[src/hw/pmsd_pkg.sv]
// Shared constants, types and helpers of the loop multiplier and system clock dividers
package pmsd_pkg;

  ////////////////////////////////////////////////////////////////////////////////
  // Widths
  localparam int unsigned ADDR_W   = 8;
  localparam int unsigned DATA_W   = 32;
  localparam int unsigned MULT_W   = 5;
  localparam int unsigned RATIO_W  = 5;
  localparam int unsigned NUM_DIV  = 3;
  localparam int unsigned FACTOR_W = MULT_W + 1;

  ////////////////////////////////////////////////////////////////////////////////
  // Register byte addresses
  localparam logic [ADDR_W-1:0] OFS_LOOP_CTRL = 8'h00;
  localparam logic [ADDR_W-1:0] OFS_MULTIPLY  = 8'h04;
  localparam logic [ADDR_W-1:0] OFS_DIV_ONE   = 8'h08;
  localparam logic [ADDR_W-1:0] OFS_DIV_TWO   = 8'h0C;
  localparam logic [ADDR_W-1:0] OFS_DIV_THREE = 8'h10;
  localparam logic [ADDR_W-1:0] OFS_GO_CMD    = 8'h14;
  localparam logic [ADDR_W-1:0] OFS_GO_STAT   = 8'h18;

  ////////////////////////////////////////////////////////////////////////////////
  // Field positions
  localparam int unsigned LOOP_EN_BIT = 0;
  localparam int unsigned DIV_ON_BIT  = 15;
  localparam int unsigned GO_BIT      = 0;
  localparam int unsigned BUSY_BIT    = 0;

  ////////////////////////////////////////////////////////////////////////////////
  // Reset values; index 0 is the first controller, index 1 the second
  localparam logic             LOOP_EN_RST       = 1'b0;
  localparam logic [MULT_W-1:0]  MULT_RST_FIRST  = 5'h10;
  localparam logic [MULT_W-1:0]  MULT_RST_SECOND = 5'h13;
  localparam logic [RATIO_W-1:0] DIV1_RST_FIRST  = 5'h00;
  localparam logic [RATIO_W-1:0] DIV1_RST_SECOND = 5'h01;
  localparam logic [RATIO_W-1:0] DIV2_RST_FIRST  = 5'h02;
  localparam logic [RATIO_W-1:0] DIV2_RST_SECOND = 5'h09;
  localparam logic [RATIO_W-1:0] DIV3_RST        = 5'h05;
  localparam logic [NUM_DIV-1:0] DIV_ON_RST      = 3'h6;

  ////////////////////////////////////////////////////////////////////////////////
  // Timing
  localparam int unsigned CLK_PERIOD_NS = 40;

  ////////////////////////////////////////////////////////////////////////////////
  // Types
  typedef enum logic [1:0] {GO_IDLE, GO_LOAD, GO_ALIGN} pmsd_go_state_t;

  typedef struct packed {
    logic [ADDR_W-1:0] addr;
    logic [DATA_W-1:0] wdata;
    logic              wr;
    logic              rd;
  } pmsd_bus_req_t;

  typedef struct packed {
    logic [NUM_DIV-1:0] level;
    logic [NUM_DIV-1:0] tick;
  } pmsd_sysclk_t;

  // Divider register word: enable at bit 15, ratio in the low bits, rest zero
  function automatic logic [DATA_W-1:0] pmsd_div_word(input logic on, input logic [RATIO_W-1:0] ratio);
    logic [DATA_W-1:0] w;
    w = '0;
    w[DIV_ON_BIT] = on;
    w[RATIO_W-1:0] = ratio;
    return w;
  endfunction : pmsd_div_word

endpackage : pmsd_pkg

[src/hw/pmsd_divider.sv]
// One programmable post-divider producing a system clock level and tick
`timescale 1ns/1ps
module pmsd_divider #(
  parameter int unsigned WIDTH = 5
) (
  // Clock and reset
  input  wire logic             clk,
  input  wire logic             rst_n,
  // Control
  input  wire logic             src_tick,
  input  wire logic             on,
  input  wire logic             align,
  input  wire logic [WIDTH-1:0] ratio,
  // Output
  output logic                  level,
  output logic                  tick
);

  initial begin
    if (WIDTH < 1 || WIDTH > 16) begin
      $error("pmsd_divider: WIDTH out of range");
    end
  end

  typedef struct packed {
    logic [WIDTH-1:0] count;
    logic             level;
    logic             tick;
  } pmsd_div_state_t;

  pmsd_div_state_t q_ff;
  pmsd_div_state_t nxt_q;

  ////////////////////////////////////////////////////////////////////////////////
  // Divide by ratio + 1; level is high for the first half, rounded up
  always_comb begin
    nxt_q      = q_ff;
    nxt_q.tick = 1'b0;
    if (!on) begin
      // Parked low so the downstream domain sees a static clock
      nxt_q.count = '0;
      nxt_q.level = 1'b0;
    end else if (align) begin
      nxt_q.count = '0;
      nxt_q.level = 1'b1;
    end else if (src_tick) begin
      if (q_ff.count == ratio) begin
        nxt_q.count = '0;
        nxt_q.tick  = 1'b1;
      end else begin
        nxt_q.count = q_ff.count + 1'b1;
      end
      nxt_q.level = (nxt_q.count <= (ratio >> 1));
    end
  end

  always_ff @(posedge clk or negedge rst_n) begin
    if (!rst_n) begin
      q_ff <= '0;
    end else begin
      q_ff <= nxt_q;
    end
  end

  assign level = q_ff.level;
  assign tick  = q_ff.tick;

endmodule : pmsd_divider

[src/hw/pmsd_top.sv]
// Loop multiplier and three system clock post-dividers (two in the second controller) with register port and GO alignment
//
// The address map and strobed register access were chosen for this implementation.
`timescale 1ns/1ps
module pmsd_top
  import pmsd_pkg::*;
#(
  parameter int unsigned INSTANCE = 0,
  parameter int unsigned RATIO_W_P = pmsd_pkg::RATIO_W
) (
  // Clock and reset
  input  wire logic                   CLK,
  input  wire logic                   RST_N,
  // Register port
  input  wire pmsd_pkg::pmsd_bus_req_t BUS_REQ,
  output logic [pmsd_pkg::DATA_W-1:0] RDATA,
  // Reference clock enable used in bypass
  input  wire logic                   REF_TICK,
  // Toward the loop
  output logic [pmsd_pkg::FACTOR_W-1:0] PLL_MULT_FACTOR,
  output logic                        PLL_BYPASS,
  // System clocks and status
  output pmsd_pkg::pmsd_sysclk_t      SYS_CLK,
  output logic                        GO_BUSY
);

  import pmsd_pkg::*;

  ////////////////////////////////////////////////////////////////////////////////
  // Elaboration checks

  initial begin
    if (INSTANCE > 1) begin
      $error("pmsd_top: INSTANCE must be 0 or 1");
    end
    if (RATIO_W_P != RATIO_W) begin
      $error("pmsd_top: ratio width must match the register field");
    end
  end

  // The second controller has no third divider
  localparam logic HAS_DIV3 = (INSTANCE == 0);

  ////////////////////////////////////////////////////////////////////////////////
  // Per-instance reset values

  localparam logic [MULT_W-1:0] MULT_RST =
    (INSTANCE == 0) ? MULT_RST_FIRST : MULT_RST_SECOND;

  localparam logic [RATIO_W-1:0] DIV1_RST =
    (INSTANCE == 0) ? DIV1_RST_FIRST : DIV1_RST_SECOND;

  localparam logic [RATIO_W-1:0] DIV2_RST =
    (INSTANCE == 0) ? DIV2_RST_FIRST : DIV2_RST_SECOND;

  localparam logic [RATIO_W-1:0] DIV3_RST_I =
    HAS_DIV3 ? DIV3_RST : '0;

  localparam logic [NUM_DIV-1:0] DIV_ON_RST_I =
    HAS_DIV3 ? DIV_ON_RST : (DIV_ON_RST & 3'h3);

  localparam logic [NUM_DIV-1:0][RATIO_W-1:0] RATIO_RST = {DIV3_RST_I, DIV2_RST, DIV1_RST};

  ////////////////////////////////////////////////////////////////////////////////
  // State

  typedef struct packed {
    logic                            loop_en;
    logic [MULT_W-1:0]               mult;
    logic [NUM_DIV-1:0]              div_on;
    logic [NUM_DIV-1:0][RATIO_W-1:0] div_ratio;
    logic [NUM_DIV-1:0][RATIO_W-1:0] act_ratio;
    pmsd_go_state_t                  go_st;
    logic                            align;
    logic [FACTOR_W-1:0]             factor;
    logic [DATA_W-1:0]               rdata;
  } pmsd_top_state_t;

  localparam pmsd_top_state_t STATE_RST = '{
    loop_en:   LOOP_EN_RST,
    mult:      MULT_RST,
    div_on:    DIV_ON_RST_I,
    div_ratio: RATIO_RST,
    act_ratio: RATIO_RST,
    go_st:     GO_IDLE,
    align:     1'b0,
    factor:    {FACTOR_W{1'b0}} + FACTOR_W'(1),
    rdata:     '0
  };

  pmsd_top_state_t q_ff;
  pmsd_top_state_t nxt_q;

  logic                  go_req;
  logic                  src_tick;
  logic [NUM_DIV-1:0]    div_level;
  logic [NUM_DIV-1:0]    div_tick;

  ////////////////////////////////////////////////////////////////////////////////
  // Decode

  // Only a one in the go bit starts a sequence; a zero write is harmless
  assign go_req = BUS_REQ.wr && (BUS_REQ.addr == OFS_GO_CMD) && BUS_REQ.wdata[GO_BIT];

  // Bypass feeds the dividers from the reference, loop mode from the multiplied clock
  assign src_tick = q_ff.loop_en ? 1'b1 : REF_TICK;

  ////////////////////////////////////////////////////////////////////////////////
  // Next state

  always_comb begin
    nxt_q       = q_ff;
    nxt_q.align = 1'b0;

    // Register writes; only implemented fields are stored
    if (BUS_REQ.wr) begin
      case (BUS_REQ.addr)
        OFS_LOOP_CTRL: begin
          nxt_q.loop_en = BUS_REQ.wdata[LOOP_EN_BIT];
        end
        OFS_MULTIPLY: begin
          // No range check: the valid set depends on the loop fitted
          nxt_q.mult = BUS_REQ.wdata[MULT_W-1:0];
        end
        OFS_DIV_ONE: begin
          nxt_q.div_on[0]    = BUS_REQ.wdata[DIV_ON_BIT];
          nxt_q.div_ratio[0] = BUS_REQ.wdata[RATIO_W-1:0];
        end
        OFS_DIV_TWO: begin
          nxt_q.div_on[1]    = BUS_REQ.wdata[DIV_ON_BIT];
          nxt_q.div_ratio[1] = BUS_REQ.wdata[RATIO_W-1:0];
        end
        OFS_DIV_THREE: begin
          if (HAS_DIV3) begin
            nxt_q.div_on[2]    = BUS_REQ.wdata[DIV_ON_BIT];
            nxt_q.div_ratio[2] = BUS_REQ.wdata[RATIO_W-1:0];
          end
        end
        default: begin
        end
      endcase
    end

    // Go sequence: load all ratios together, then restart all counters together
    case (q_ff.go_st)
      GO_IDLE: begin
        if (go_req) begin
          nxt_q.go_st = GO_LOAD;
        end
      end
      GO_LOAD: begin
        // Sampled one cycle after the go write so a ratio written just before is included
        nxt_q.act_ratio = q_ff.div_ratio;
        nxt_q.go_st     = GO_ALIGN;
      end
      GO_ALIGN: begin
        nxt_q.align = 1'b1;
        nxt_q.go_st = GO_IDLE;
      end
      default: begin
        nxt_q.go_st = GO_IDLE;
      end
    endcase

    // Factor presented to the loop; bypass leaves it at one
    if (q_ff.loop_en) begin
      nxt_q.factor = {1'b0, q_ff.mult} + FACTOR_W'(1);
    end else begin
      nxt_q.factor = FACTOR_W'(1);
    end

    // Read data stands only in the cycle after the strobe
    nxt_q.rdata = '0;
    if (BUS_REQ.rd) begin
      case (BUS_REQ.addr)
        OFS_LOOP_CTRL: begin
          nxt_q.rdata[LOOP_EN_BIT] = q_ff.loop_en;
        end
        OFS_MULTIPLY: begin
          nxt_q.rdata[MULT_W-1:0] = q_ff.mult;
        end
        OFS_DIV_ONE: begin
          nxt_q.rdata = pmsd_div_word(q_ff.div_on[0], q_ff.div_ratio[0]);
        end
        OFS_DIV_TWO: begin
          nxt_q.rdata = pmsd_div_word(q_ff.div_on[1], q_ff.div_ratio[1]);
        end
        OFS_DIV_THREE: begin
          if (HAS_DIV3) begin
            nxt_q.rdata = pmsd_div_word(q_ff.div_on[2], q_ff.div_ratio[2]);
          end
        end
        OFS_GO_CMD: begin
          nxt_q.rdata[GO_BIT] = (q_ff.go_st != GO_IDLE);
        end
        OFS_GO_STAT: begin
          nxt_q.rdata[BUSY_BIT] = (q_ff.go_st != GO_IDLE);
        end
        default: begin
          nxt_q.rdata = '0;
        end
      endcase
    end
  end

  always_ff @(posedge CLK or negedge RST_N) begin
    if (!RST_N) begin
      q_ff <= STATE_RST;
    end else begin
      q_ff <= nxt_q;
    end
  end

  ////////////////////////////////////////////////////////////////////////////////
  // Dividers

  genvar gi;
  generate
    for (gi = 0; gi < NUM_DIV; gi++) begin : g_div
      if (gi < 2 || HAS_DIV3) begin : g_present
        pmsd_divider #(
          .WIDTH (RATIO_W)
        ) u_div (
          .clk      (CLK),
          .rst_n    (RST_N),
          .src_tick (src_tick),
          .on       (q_ff.div_on[gi]),
          .align    (q_ff.align),
          .ratio    (q_ff.act_ratio[gi]),
          .level    (div_level[gi]),
          .tick     (div_tick[gi])
        );
      end else begin : g_absent
        assign div_level[gi] = 1'b0;
        assign div_tick[gi]  = 1'b0;
      end
    end
  endgenerate

  ////////////////////////////////////////////////////////////////////////////////
  // Outputs

  assign RDATA           = q_ff.rdata;
  assign PLL_MULT_FACTOR = q_ff.factor;
  assign PLL_BYPASS      = ~q_ff.loop_en;
  assign SYS_CLK.level   = div_level;
  assign SYS_CLK.tick    = div_tick;
  assign GO_BUSY         = (q_ff.go_st != GO_IDLE);

endmodule : pmsd_top

[config.mk]
export PLATFORM = sky130hd
export DESIGN_NAME = pmsd_top
export DESIGN_NICKNAME = d
export VERILOG_FILES = /design/src/hw/pmsd_pkg.sv /design/src/hw/pmsd_divider.sv /design/src/hw/pmsd_top.sv
export SDC_FILE = /design/constraint.sdc
export NUM_CORES = 1
export LEC_CHECK = 0
export BUFFER_PORTS_ARGS = -buffer_cell sky130_fd_sc_hd__buf_2
export CAP_MARGIN = 40
export CORE_MARGIN = 1.5
export CORE_UTILIZATION = 48
export CTS_CLUSTER_DIAMETER = 30
export DETAILED_ROUTE_END_ITERATION = 10
export PLACE_DENSITY = 0.71
export SYNTH_ARGS = -nofsm -noshare
export SYNTH_HDL_FRONTEND = slang
export SYNTH_HIERARCHICAL = 1
export SYNTH_SLANG_ARGS = --single-unit
[constraint.sdc]
create_clock -name CLK -period 3.2 [get_ports CLK]
set_input_delay 0.48 -clock CLK [delete_from_list [all_inputs] [get_ports CLK]]
set_output_delay 0.48 -clock CLK [all_outputs]
set_load 0.02 [all_outputs]
==> reports/results.md, run 1 <==
| Metric | Value |
|:---|:---|
| Number of vias after detailed routing | 3077 |
| Setup Viol. Count Final | 0 |
| Final worst-path cycle share | 69.1% |
| IO Port Bufs | 38 |
| Cell Count Post-Placement | 542 |
| Crit path DAT | 2.45 ns |
| Worst Tran Pin Value | 0.780 ns |
| DR vias/cell | 5.51 |
| Worst stage delay on the critical path | 0.56 ns |
| Part of the power in registers | 51.1% |
| Layout net count | 503 |
| Synthesized area | 0.00453 sq mm |
| Full die area | 0.0100 sq mm |
| Crit. End Element | register |
| Post-synth top cells | sky130_fd_sc_hd__dfrtp_1, sky130_fd_sc_hd__mux2_2, sky130_fd_sc_hd__buf_4 |
| Run status | completed |
| Routed wire length per instance | 15.8 um |
| Setup Crit Path Kind | register to register |
| CTS clock-pin slew for the worst setup and hold paths | 0.08 ns |
| Largest net degree at the start of global routing | 53 |
| Setup TNS after final layout | 0 ns |
| CTS tree | done |
| Chip height | 100 um |
| Net switching component of the power | 476 uW |
| CP max FO | 5 |
| Dominant register cell in the synthesized netlist | sky130_fd_sc_hd__dfrtp_1 |
| I/O Pins | 91 |
| Final Critical Period | 2.21 ns |
| PostCTS Resize Cnt | 0 |
| Internal power component | 1.46 mW |
| Final global-route overflow total | 0 |
| Area leader, netlist | sky130_fd_sc_hd__dfrtp_1 |
| Overall fraction of global-route tracks in use | 18.9% |
| Type of the most critical hold path | input pin to asynchronous set/reset pin |
| Number of flops mapped to enable cells by yosys | 0 |
| Core occupancy in the finished layout | 52.0% |
| Critical Path Source Type | register |
| Cells taking the most area after synthesis | sky130_fd_sc_hd__dfrtp_1, sky130_fd_sc_hd__mux2_2, sky130_fd_sc_hd__buf_4, sky130_fd_sc_hd__dfstp_2, sky130_fd_sc_hd__ha_1 |
| Num Clock Sinks | 75 |
| Antenna diode instance count | 0 |
| Final slew viol count | 0 |
| Register bit total from synthesis | 75 |
| Final Skew | 0.0120 ns |
| Power after layout | 1.93 mW |
| Most numerous cell in the Yosys netlist | sky130_fd_sc_hd__dfrtp_1 |
| Non-filler cells in the finished layout | 558 |
| Clk pwr share | 41.1% |
| Sw frac | 24.6% |
| Detailed-route wire length | 8790 um |
| Buffer cell driving the clock tree root | sky130_fd_sc_hd__clkbuf_8 |
| Pwr Density | 404 mW/mm^2 |
| Wire length of the first global-routing pass | 14700 um |
| Core region area | 0.00920 sq mm |
| Initial Utilization | 49.2% |
| Part of the total power dissipated in combinational logic | 7.8% |
| Total of max-cap violations | 0 |
| Number of hold buffers added after CTS | 0 |
| Area fraction of the dominant cell type after synthesis | 35.9% |
| TritonCTS buffer count | 9 |
| Count of unique library cells instantiated by Yosys | 49 |
| Chain of cells forming the critical path | xor2_1 -> nor2_4 -> nand3_1 -> and2_1 -> ha_1 -> a21oi_1 -> o21ai_0 -> nand2_1 -> a41o_1 |
| DP HPWL | 6480 um |
| DRC violation count after routing | 0 |
| Cell Rows | 35 |
| Length of the first detailed-routing pass in iterations | 4 |
| Drt initial violations | 159 |
| H-tree lvl count | 3 |
| Critical path's slowest cell | sky130_fd_sc_hd__dfstp_2 |
| Die width | 100 um |
| Weighted congestion at the end of routability-driven global placement | 0.836 |
| Sequential-to-total area share from yosys stat | 41.7% |
| Share of post-route cells with drive strength above 1 | 29.8% |
| Total count of hold-check failures in the final report | 0 |
| Setup repair after global routing missed its margin | false |
| Clk buf depth | 2 |
| Final Hold Slack | 0.0304 ns |
| Maximum achievable frequency | 452 MHz |
| # Post-CTS Setup Buffers | 0 |
| Initial antenna violation count | 0 |
| Worst voltage drop across the vdd grid | 0.000213 V |
| Later-pin clock latency in the skew report | 0.35 ns |
| Worst max-slew margin expressed relative to the limit | 48.0% |
| Total leakage power | 2.29 nW |
| Post-Syn Instances | 423 |
| Synthesized area divided by synthesized cell count | 10.7 sq um |
| Yosys warnings | 6 |
| Vias in the first global route | 3006 |
| Layout Area Growth over Synthesis | 5.72% |
| Req. time, crit path | 3.44 ns |
| Count of antenna-violating nets left after detailed routing | 0 |
| Fraction of registers with async set/reset | 100% |
## layout make-up
class	count	area [sq um]
Tap cell	111	139
Multi-Input combinational cell	300	2250
Clock buffer	10	128
Timing Repair Buffer	39	220
Inverter	17	63.8
Fill cell	813	4410
Sequential cell	75	1890
Clock inverter	6	90.1
## metal layers
| metal | track usage (%) | wire length (um) | part of all wire (%) | up-vias |
|---|---|---|---|---|
| met2 | 31.1 | 4440 | 51 | 79 |
| met1 | 23.9 | 3840 | 44 | 1525 |
| li1 | - | - | - | 1455 |
| met4 | 8.78 | 187 | 2.1 | 0 |
| met3 | 3.83 | 315 | 3.6 | 18 |
| met5 | 0 | 0 | 0 | - |
## state kept, by name (all words and copies together) (netlist names)
register,cells
g_div.g_present.u_div/q_ff,15
g_div.g_present.u_div/tick,3
PLL_MULT_FACTOR,6
g_div.g_present.u_div/level,3
q_ff,42
RDATA,6
## final timing paths
kind,startpoint,to,slack [ns],depth (start not counted)
min in group CLK,BUS_REQ[17],q_ff[73]$_DFFE_PN1P_,0.42,2
setup / recovery,q_ff[47]$_DFFE_PN1N_,g_div[1].g_present.u_div/level$_DFFE_PN0P_,0.99,9
max in group asynchronous,RST_N,q_ff[47]$_DFFE_PN1N_,2.56,2
hold / removal,RST_N,g_div[0].g_present.u_div/tick$_DFF_PN0_,0.03,1
setup reg to reg,q_ff[47]$_DFFE_PN1N_,g_div[1].g_present.u_div/level$_DFFE_PN0P_,0.99,9
hold reg to reg,q_ff[39]$_DFFE_PN0P_,q_ff[38]$_DFF_PN0_,0.45,1
## critical path: cells and delay by family, from the launching register on
| kind | cells | cell delay, ns |
|---|---|---|
| adder cells (fa/ha/maj) | 1 | 0.29 |
| XOR/XNOR | 1 | 0.10 |
| AO/OA/AOI/OAI | 3 | 0.48 |
| AND/OR/NAND/NOR | 4 | 0.66 |
| flip-flops | 1 | 0.56 |
## kinds of logic after synthesis
family	count (synthesis)	share of synthesized area [%]
buffers and inverters	73	10.5
other	1	0.0829
xor gates and xnor gates	25	5.83
muxes	45	11.4
AOI/OAI and AO/OA	58	8.96
DFF	75	41.7
adders and majority gates	16	4.42
and+or+nand+nor	130	17.0
## cells in the final DEF (no fill, tap or decap), types with 3 or more instances in the layout
master                      n
sky130_fd_sc_hd__nand3_1   17
sky130_fd_sc_hd__o21ai_0    6
sky130_fd_sc_hd__nand4_1    8
sky130_fd_sc_hd__xnor2_1    7
sky130_fd_sc_hd__mux2_2    44
sky130_fd_sc_hd__a41o_1     3
sky130_fd_sc_hd__dfrtp_1   65
sky130_fd_sc_hd__xor2_1    12
sky130_fd_sc_hd__a31o_1     3
sky130_fd_sc_hd__nor2_4     3
sky130_fd_sc_hd__buf_2     37
sky130_fd_sc_hd__o21ai_1    3
sky130_fd_sc_hd__a21oi_2    3
sky130_fd_sc_hd__a311oi_1   4
sky130_fd_sc_hd__a21o_1     4
sky130_fd_sc_hd__clkbuf_8   9
sky130_fd_sc_hd__nand3b_1   9
sky130_fd_sc_hd__and2_1     4
sky130_fd_sc_hd__a41oi_1    6
sky130_fd_sc_hd__nor2_1    19
sky130_fd_sc_hd__o22a_1     3
sky130_fd_sc_hd__a21oi_1   16
sky130_fd_sc_hd__nor3b_1    7
sky130_fd_sc_hd__nand2b_1  10
sky130_fd_sc_hd__ha_1      16
sky130_fd_sc_hd__dfstp_2   10
sky130_fd_sc_hd__o21a_1     6
sky130_fd_sc_hd__inv_1     14
sky130_fd_sc_hd__conb_1    26
sky130_fd_sc_hd__or3_1      3
sky130_fd_sc_hd__xor2_2     3
sky130_fd_sc_hd__and2b_2    3
sky130_fd_sc_hd__and3_1     9
sky130_fd_sc_hd__xnor2_2    3
sky130_fd_sc_hd__inv_2      3
sky130_fd_sc_hd__nor2b_1    9
sky130_fd_sc_hd__nand2_1   20
## power groups by stage
stage	Clock [mW]	Sequential, mW	Combinational, mW
floorplan	0	1.00	0.120
global placement	0	1.01	0.143
detailed placement	0	1.01	0.151
CTS	0.821	0.988	0.152
global route	0.864	0.992	0.167
finish	0.795	0.989	0.150
## per-stage QoR
step | area [sq um] | setup slack (ns)
after global routing | 4780 | 0.853
after floorplan | 4620 | 1.25
after global placement | 4540 | 1.07
final | 4780 | 0.990
after CTS | 4780 | 0.989
after detailed placement | 4570 | 1.01
(Power assumes the default switching activity.)
==> run 2: changes to the inputs <==
Settings changed: ABC_AREA set to 1, PLACE_DENSITY 0.71 to 0.74.
Clock period 3.2 ns to 1.9 ns, I/O delays scaled along.
==> run 2 against run 1 <==
Effect of this change:
- the run now ends with setup timing left
- routed wire length up 5.9%
- cell area up 7.6%
- power up 99%
- final cell count grew 29%
- largest cell class unchanged
- highest routed layer unchanged
==> reports/results.md, run 2 <==
| Metric | Value | Change |
|:---|:---|:---|
| Run status | complete, but fails checks | was completed |
| Violations in the final reports | setup timing |  |
| Setup repair after global routing missed its margin | true | was false |
| End of the worst register-to-register path | g_div[1].g_present.u_div/level$_DFFE_PN0P_ | unchanged |
| Worst voltage drop across the vdd grid | 0.000393 V | was 0.000213 V |
| Minimum setup slack among reg-to-reg paths | -0.08 ns | was 0.99 ns |
| Num Clock Sinks | 75 | unchanged |
| Number of vias after detailed routing | 3541 | was 3077 |
| H-tree lvl count | 3 | unchanged |
| Final Skew | 0.0110 ns | was 0.0120 ns |
| Number of flops mapped to enable cells by yosys | 0 | unchanged |
| I/O Pins | 91 | unchanged |
| Synthesized area divided by synthesized cell count | 7.91 sq um | was 10.7 sq um |
| Placement-stage cell area | 0.00455 sq mm | was 0.00457 sq mm |
| Final slew viol count | 0 | unchanged |
| Registers with the most flip-flops | q_ff (42), g_div.g_present.u_div/q_ff (15) | unchanged |
| Register bit total from synthesis | 75 | unchanged |
| Yosys warnings | 6 | unchanged |
| Final Critical Period | 1.98 ns | was 2.21 ns |
| Hold path depth | 3 |  |
| Cells taking the most area after synthesis | sky130_fd_sc_hd__dfrtp_1, sky130_fd_sc_hd__nand2_1, sky130_fd_sc_hd__inv_1, sky130_fd_sc_hd__buf_4, sky130_fd_sc_hd__dfstp_2 | was sky130_fd_sc_hd__dfrtp_1, sky130_fd_sc_hd__mux2_2, sky130_fd_sc_hd__buf_4, sky130_fd_sc_hd__dfstp_2, sky130_fd_sc_hd__ha_1 |
| Largest net degree at the start of global routing | 42 | was 53 |
| Pwr Density | 748 mW/mm^2 | was 404 mW/mm^2 |
| Layout Area Growth over Synthesis | 18.3% | was 5.72% |
| Antenna diode instance count | 0 | unchanged |
| Weighted congestion at the end of routability-driven global placement | 0.899 | was 0.836 |
| Combined area of the multi-input logic cells | 0.00214 sq mm | was 0.00225 sq mm |
| Final global-route overflow total | 0 | unchanged |
| Total of max-cap violations | 0 | unchanged |
| Maximum achievable frequency | 505 MHz | was 452 MHz |
| Initial Utilization | 49.7% | was 49.2% |
| Crit. Startpoint | q_ff[47]$_DFFE_PN1N_ | unchanged |
| Clk buf depth | 2 | unchanged |
| Crit path DAT | 2.23 ns | was 2.45 ns |
| Full die area | 0.00965 sq mm | was 0.0100 sq mm |
| FILL cells | 754 | was 813 |
| Setup Crit Path Kind | register to register | unchanged |
| Most common library cell in the layout ignoring fill and taps | sky130_fd_sc_hd__nand2_1 | was sky130_fd_sc_hd__dfrtp_1 |
| TritonCTS buffer count | 9 | unchanged |
| Layout net count | 667 | was 503 |
| Total count of hold-check failures in the final report | 0 | unchanged |
| Beginning of the worst register-to-register path | q_ff[47]$_DFFE_PN1N_ | unchanged |
| Vias in the first global route | 3426 | was 3006 |
| Post-Syn Instances | 550 | was 423 |
| Core region area | 0.00876 sq mm | was 0.00920 sq mm |
| Dominant register cell in the synthesized netlist | sky130_fd_sc_hd__dfrtp_1 | unchanged |
| Buffer cell driving the clock tree root | sky130_fd_sc_hd__clkbuf_8 | unchanged |
| Fraction of registers with async set/reset | 100% | unchanged |
| Cell Rows | 34 | was 35 |
| Post-synth top cells | sky130_fd_sc_hd__nand2_1, sky130_fd_sc_hd__inv_1, sky130_fd_sc_hd__dfrtp_1 | was sky130_fd_sc_hd__dfrtp_1, sky130_fd_sc_hd__mux2_2, sky130_fd_sc_hd__buf_4 |
| Detailed-route wire length | 9310 um | was 8790 um |
| Area fraction of the dominant cell type after synthesis | 37.4% | was 35.9% |
| Req. time, crit path | 2.15 ns | was 3.44 ns |
| CP max FO | 5 | unchanged |
| Total leakage power | 2.62 nW | was 2.29 nW |
| Area leader, netlist | sky130_fd_sc_hd__dfrtp_1 | unchanged |
| Routed wire length per instance | 12.9 um | was 15.8 um |
| Overall fraction of global-route tracks in use | 19.8% | was 18.9% |
| Initial antenna violation count | 0 | unchanged |
| Later-pin clock latency in the skew report | 0.35 ns | about the same |
| Synthesized area | 0.00435 sq mm | was 0.00453 sq mm |
| Setup crit end | g_div[1].g_present.u_div/level$_DFFE_PN0P_ | unchanged |
| DRC violation count after routing | 0 | unchanged |
| Sequential cell area | 0.00189 sq mm | about the same |
| DP HPWL | 6670 um | was 6480 um |
| IO Port Bufs | 38 | unchanged |
| Final worst-path cycle share | 104% | was 69.1% |
| Count of unique library cells instantiated by Yosys | 28 | was 49 |
| DR vias/cell | 4.92 | was 5.51 |
| Final std cell area, no fill | 0.00515 sq mm | was 0.00478 sq mm |
| Leading cell types in the layout, fill and taps excluded | sky130_fd_sc_hd__nand2_1, sky130_fd_sc_hd__inv_1, sky130_fd_sc_hd__dfrtp_1 | was sky130_fd_sc_hd__dfrtp_1, sky130_fd_sc_hd__mux2_2, sky130_fd_sc_hd__buf_2 |
| Final Hold Slack | 0.148 ns | was 0.0304 ns |
| Length of the first detailed-routing pass in iterations | 6 | was 4 |
| Type of the most critical hold path | input pin to register | was input pin to asynchronous set/reset pin |
| CTS clock-pin slew for the worst setup and hold paths | 0.08 ns | about the same |
| Chip height | 98.2 um | was 100 um |
| Share of post-route cells with drive strength above 1 | 31.8% | was 29.8% |
| Wire length of the first global-routing pass | 15300 um | was 14700 um |
| Die width | 98.2 um | was 100 um |
| Drt initial violations | 162 | was 159 |
| Critical Path Source Type | register | unchanged |
| Sequential-to-total area share from yosys stat | 43.4% | was 41.7% |
| CTS tree | done | unchanged |
| Setup TNS after final layout | -0.122 ns | was 0 ns |
| Most numerous cell in the Yosys netlist | sky130_fd_sc_hd__nand2_1 | was sky130_fd_sc_hd__dfrtp_1 |
| Crit. End Element | register | unchanged |
| Setup ws final | -0.0787 ns | was 0.990 ns |
| Largest register by flop count | q_ff | unchanged |
| Count of antenna-violating nets left after detailed routing | 0 | unchanged |
| Number of flip-flops under the largest register name | 42 | unchanged |
| Reg2Reg Depth | 17 | was 9 |
| Setup Viol. Count Final | 2 | was 0 |
run 2: area by class of cell:
type | count | area share (%)
Clock buffer | 10 | 2.48
Clock inverter | 6 | 1.75
Inverter | 92 | 6.71
Multi-Input combinational cell | 364 | 41.7
Sequential cell | 75 | 36.7
Tap cell | 108 | 2.63
Timing Repair Buffer | 64 | 8.05
run 2: metal layers:
| metal | vias to the layer above | GRT usage (%) | routed length [um] |
|---|---|---|---|
| li1 | 1762 | - | - |
| met1 | 1660 | 24.5 | 4070 |
| met2 | 91 | 34.0 | 4570 |
| met3 | 28 | 3.01 | 281 |
| met4 | 0 | 9.10 | 386 |
| met5 | - | 0 | 0 |
run 2: repair_timing:
action	CTS	global route
buffers inserted	4	9
cloned	0	0
hold buffers	1	0
hold endpoints to repair	28	0
resized for setup	20	45
pin swaps	12	34
setup endpoints to repair	3	3
run 2: worst max-delay path, stage by stage, from the launching register on:
cell and delay [ns]:
sky130_fd_sc_hd__dfstp_2 0.54, sky130_fd_sc_hd__inv_1 0.04, sky130_fd_sc_hd__nand2_1 0.04, sky130_fd_sc_hd__nand2_1 0.06, sky130_fd_sc_hd__nor2_2 0.13, sky130_fd_sc_hd__nand3_4 0.14, sky130_fd_sc_hd__nand2_2 0.11, sky130_fd_sc_hd__inv_2 0.04
sky130_fd_sc_hd__ha_4 0.25, sky130_fd_sc_hd__nand2_1 0.05, sky130_fd_sc_hd__nand2_1 0.10, sky130_fd_sc_hd__nand2_2 0.07, sky130_fd_sc_hd__nand2_1 0.06, sky130_fd_sc_hd__a21oi_1 0.06, sky130_fd_sc_hd__nand2_1 0.05, sky130_fd_sc_hd__nand2_1 0.04
sky130_fd_sc_hd__nand2_1 0.05, sky130_fd_sc_hd__nand2_1 0.05
run 2: how the worst min path moves through the flow:
stage	from	end	slack, ns
after floorplan	RST_N	PLL_MULT_FACTOR[1]$_DFF_PN0_	-0.01
after global placement	RST_N	RDATA[1]$_DFF_PN0_	0.26
after detailed placement	RST_N	RDATA[1]$_DFF_PN0_	0.26
after CTS	BUS_REQ[0]	RDATA[15]$_DFF_PN0_	0.14
after global routing	BUS_REQ[0]	RDATA[15]$_DFF_PN0_	0.16
final	BUS_REQ[0]	RDATA[15]$_DFF_PN0_	0.15
run 2: cells by family after synthesis:
| group | count (synthesis) | share of synthesized area [%] |
|---|---|---|
| DFF | 75 | 43.4 |
| buffers and inverters | 136 | 15.5 |
| other | 1 | 0.0861 |
| AOI/OAI and AO/OA | 69 | 9.46 |
| and+or+nand+nor | 244 | 25.1 |
| xor gates and xnor gates | 9 | 1.81 |
| adders and majority gates | 16 | 4.60 |
run 2: power breakdown:
group	internal [mW]	switching [mW]	total, mW
Combinational	0.297	0.467	0.764
Clock	0.745	0.603	1.35
Sequential	1.68	0.0617	1.74
run 2: stage by stage:
| stage | instances | setup slack, ns | total power, mW | utilization, % |
|---|---|---|---|---|
| 2_1_floorplan | 575 | 0.0719 | 2.20 | - |
| 3_3_place_gp | 689 | -0.0382 | 2.34 | 51.9 |
| 3_5_place_dp | 689 | -0.0896 | 2.36 | 51.9 |
| 4_1_cts | 710 | -0.0664 | 3.74 | 56.1 |
| 5_1_grt | 719 | -0.233 | 4.02 | 58.7 |
| 6_report | 719 | -0.0787 | 3.85 | 58.7 |
==> run 3: changes to the inputs <==
Settings changed: ABC_AREA 1 to unset, RECOVER_POWER set to 50.
==> run 3 against run 2 <==
Effect of this change:
- the flow now finishes without violations
- non-clock buffer count up 22
- routed wire length rose by 4.1%
- via count fell by 6.5%
- global-route usage grew 0.10 points
- combinational power is 64% lower
- die area rose by 3.8%
- utilization decreased by 1.0 points
- cell area grew 3.1%
- clock power shrank 5%
- critical endpoint unchanged
==> reports/results.md, run 3 (synthesized netlist as in run 1, its figures left out) <==
| Metric | Value | Change |
|:---|:---|:---|
| Num Clock Sinks | 75 | unchanged |
| Setup Viol. Count Final | 0 | was 2 |
| Vias in the first global route | 3255 | was 3426 |
| Layout Area Growth over Synthesis | 17.3% | was 18.3% |
| Part of the power in registers | 51.6% | was 45.2% |
| Antenna diode instance count | 0 | unchanged |
| IO Port Bufs | 38 | unchanged |
| CP max FO | 4 | was 5 |
| Internal power component | 2.38 mW | was 2.72 mW |
| CTS tree | done | unchanged |
| Crit. End Element | register | unchanged |
| Beginning of the worst register-to-register path | g_div[1].g_present.u_div/q_ff[4]$_DFFE_PN0P_ | was q_ff[47]$_DFFE_PN1N_ |
| Clk buf depth | 2 | unchanged |
| Die width | 100 um | was 98.2 um |
| Total leakage power | 2.54 nW | was 2.62 nW |
| Drt initial violations | 194 | was 162 |
| Final Hold Slack | 0.221 ns | was 0.148 ns |
| Worst voltage drop across the vdd grid | 0.000586 V | was 0.000393 V |
| TritonCTS buffer count | 9 | unchanged |
| Combined area of the multi-input logic cells | 0.00246 sq mm | was 0.00214 sq mm |
| Leading cell types in the layout, fill and taps excluded | sky130_fd_sc_hd__dfrtp_1, sky130_fd_sc_hd__mux2_2, sky130_fd_sc_hd__buf_4 | was sky130_fd_sc_hd__nand2_1, sky130_fd_sc_hd__inv_1, sky130_fd_sc_hd__dfrtp_1 |
| DP HPWL | 6890 um | was 6670 um |
| Largest register by flop count | q_ff | unchanged |
| Sequential cell area | 0.00189 sq mm | about the same |
| Final slew viol count | 0 | unchanged |
| Length of the first detailed-routing pass in iterations | 5 | was 6 |
| DRC violation count after routing | 0 | unchanged |
| Worst Tran Pin Value | 0.871 ns |  |
| DR vias/cell | 5.47 | was 4.92 |
| Initial antenna violation count | 0 | unchanged |
| Wire length of the first global-routing pass | 15700 um | was 15300 um |
| Part of the total power dissipated in combinational logic | 8.5% | was 19.8% |
| Initial Utilization | 49.2% | was 49.7% |
| Total of max-cap violations | 0 | unchanged |
| Pwr Density | 607 mW/mm^2 | was 748 mW/mm^2 |
| Source of the worst hold timing path | BUS_REQ[4] | was BUS_REQ[0] |
| Crit. Startpoint | g_div[1].g_present.u_div/q_ff[4]$_DFFE_PN0P_ | was q_ff[47]$_DFFE_PN1N_ |
| Maximum achievable frequency | 529 MHz | was 505 MHz |
| Routed wire length per instance | 16.0 um | was 12.9 um |
| Buffer cell driving the clock tree root | sky130_fd_sc_hd__clkbuf_8 | unchanged |
| Final Critical Period | 1.89 ns | was 1.98 ns |
| Setup repair after global routing missed its margin | true | unchanged |
| Chip height | 100 um | was 98.2 um |
| Final worst-path cycle share | 99.5% | was 104% |
| Core occupancy in the finished layout | 57.7% | was 58.7% |
| Most common library cell in the layout ignoring fill and taps | sky130_fd_sc_hd__dfrtp_1 | was sky130_fd_sc_hd__nand2_1 |
| Crit path DAT | 2.13 ns | was 2.23 ns |
| Clk pwr share | 39.9% | was 35.0% |
| Final Skew | 0.0141 ns | was 0.0110 ns |
| Run status | completed | was complete, but fails checks |
| Layout net count | 550 | was 667 |
| Largest net degree at the start of global routing | 31 | was 42 |
| Setup Crit Path Kind | register to register | unchanged |
| Final global-route overflow total | 0 | unchanged |
| I/O Pins | 91 | unchanged |
| Number of flip-flops under the largest register name | 42 | unchanged |
| Overall fraction of global-route tracks in use | 19.9% | was 19.8% |
| Worst max-slew margin expressed relative to the limit | 42.0% |  |
| Registers with the most flip-flops | q_ff (42), g_div.g_present.u_div/q_ff (15) | unchanged |
| Later-pin clock latency in the skew report | 0.36 ns | was 0.35 ns |
| Critical Path Source Type | register | unchanged |
| Type of the most critical hold path | input pin to register | unchanged |
| Share of post-route cells with drive strength above 1 | 43.3% | was 31.8% |
| Total count of hold-check failures in the final report | 0 | unchanged |
| Sw frac | 26.2% | was 29.4% |
| Net switching component of the power | 843 uW | was 1.13 mW |
| CTS clock-pin slew for the worst setup and hold paths | 0.09 ns | was 0.08 ns |
| H-tree lvl count | 3 | unchanged |
| Weighted congestion at the end of routability-driven global placement | 0.919 | was 0.899 |
| Core region area | 0.00920 sq mm | was 0.00876 sq mm |
| Detailed-route wire length | 9700 um | was 9310 um |
| Number of vias after detailed routing | 3311 | was 3541 |
| Req. time, crit path | 2.14 ns | was 2.15 ns |
| Cell Rows | 35 | was 34 |
| Count of antenna-violating nets left after detailed routing | 0 | unchanged |
| Minimum setup slack among reg-to-reg paths | 0.009 ns | was -0.08 ns |
| Full die area | 0.0100 sq mm | was 0.00965 sq mm |
| FILL cells | 753 | was 754 |
run 3: cell types whose count changed in the layout (fill, tap and decap cells not counted), sizes merged, moves of 10 or more:
cell / before / now
nand2: 170 / 20
inv: 93 / 18
mux2: 0 / 44
o21ai: 43 / 9
nor2: 42 / 22
buf: 63 / 79
o22ai: 15 / 0
and3: 0 / 10
nand2b: 0 / 10
run 3: power by group through the flow:
stage                     combinational [mW]  clock (mW)  sequential (mW)
after floorplan                        0.204           0             1.69
after global placement                 0.261           0             1.69
after detailed placement               0.268           0             1.69
after CTS                              0.272        1.31             1.66
after global routing                   0.301        1.38             1.67
final                                  0.273        1.28             1.66
run 3: cell type report:
type / instances / share of cell area, %
multi-input cells: 300 / 46.3
flip-flops and latches: 75 / 35.7
repair buffers: 86 / 10.3
well taps: 111 / 2.62
clock buffers: 10 / 2.59
clock inverters: 6 / 1.37
inverters: 17 / 1.20
run 3: timing repair:
item	CTS	global route
resized for setup	7	27
setup endpoints to repair	1	3
pin swaps	5	19
endpoints found under the hold margin	22	0
buffers inserted	4	6
hold buffers	1	0
run 3: routing by layer:
metal / global-route usage, % / vias to the layer above / wire length [um]
li1: - / 1548 / -
met1: 26.2 / 1658 / 4170
met2: 32.2 / 87 / 4940
met3: 4.67 / 18 / 409
met4: 6.93 / 0 / 172
met5: 0 / - / 0
run 3: per-stage QoR:
stage	total power, mW	std cells	setup slack, ns	cell area (sq um)	TNS (ns)
after floorplan	1.89	448	0.0138	4660	0
after CTS	3.25	599	-0.00349	5140	-0.00349
final	3.22	605	0.00881	5310	0
after global placement	1.95	578	0.0348	4850	0
after global routing	3.35	605	-0.0644	5310	-0.158
after detailed placement	1.96	578	-0.0195	4850	-0.0195
run 3: worst max-delay path, stage by stage, from the launching register on:
cell                      delay, ns
sky130_fd_sc_hd__dfrtp_1       0.46
sky130_fd_sc_hd__xnor2_2       0.28
sky130_fd_sc_hd__and3_4        0.27
sky130_fd_sc_hd__nor2_2        0.06
sky130_fd_sc_hd__ha_4          0.27
sky130_fd_sc_hd__nand2_2       0.06
sky130_fd_sc_hd__o21ai_2       0.13
sky130_fd_sc_hd__nand2_1       0.07
sky130_fd_sc_hd__a41o_1        0.18
run 3: path summary, 6_finish.rpt:
path / endpoint / cells after the start
worst min register to register: q_ff[38]$_DFF_PN0_ / 1
worst max-delay path: g_div[1].g_present.u_div/level$_DFFE_PN0P_ / 8
max in group asynchronous: q_ff[53]$_DFFE_PN1N_ / 3
worst min-delay path: q_ff[63]$_DFFE_PN0P_ / 2
worst max register to register: g_div[1].g_present.u_div/level$_DFFE_PN0P_ / 8
min in group asynchronous: q_ff[40]$_DFFE_PN0P_ / 2
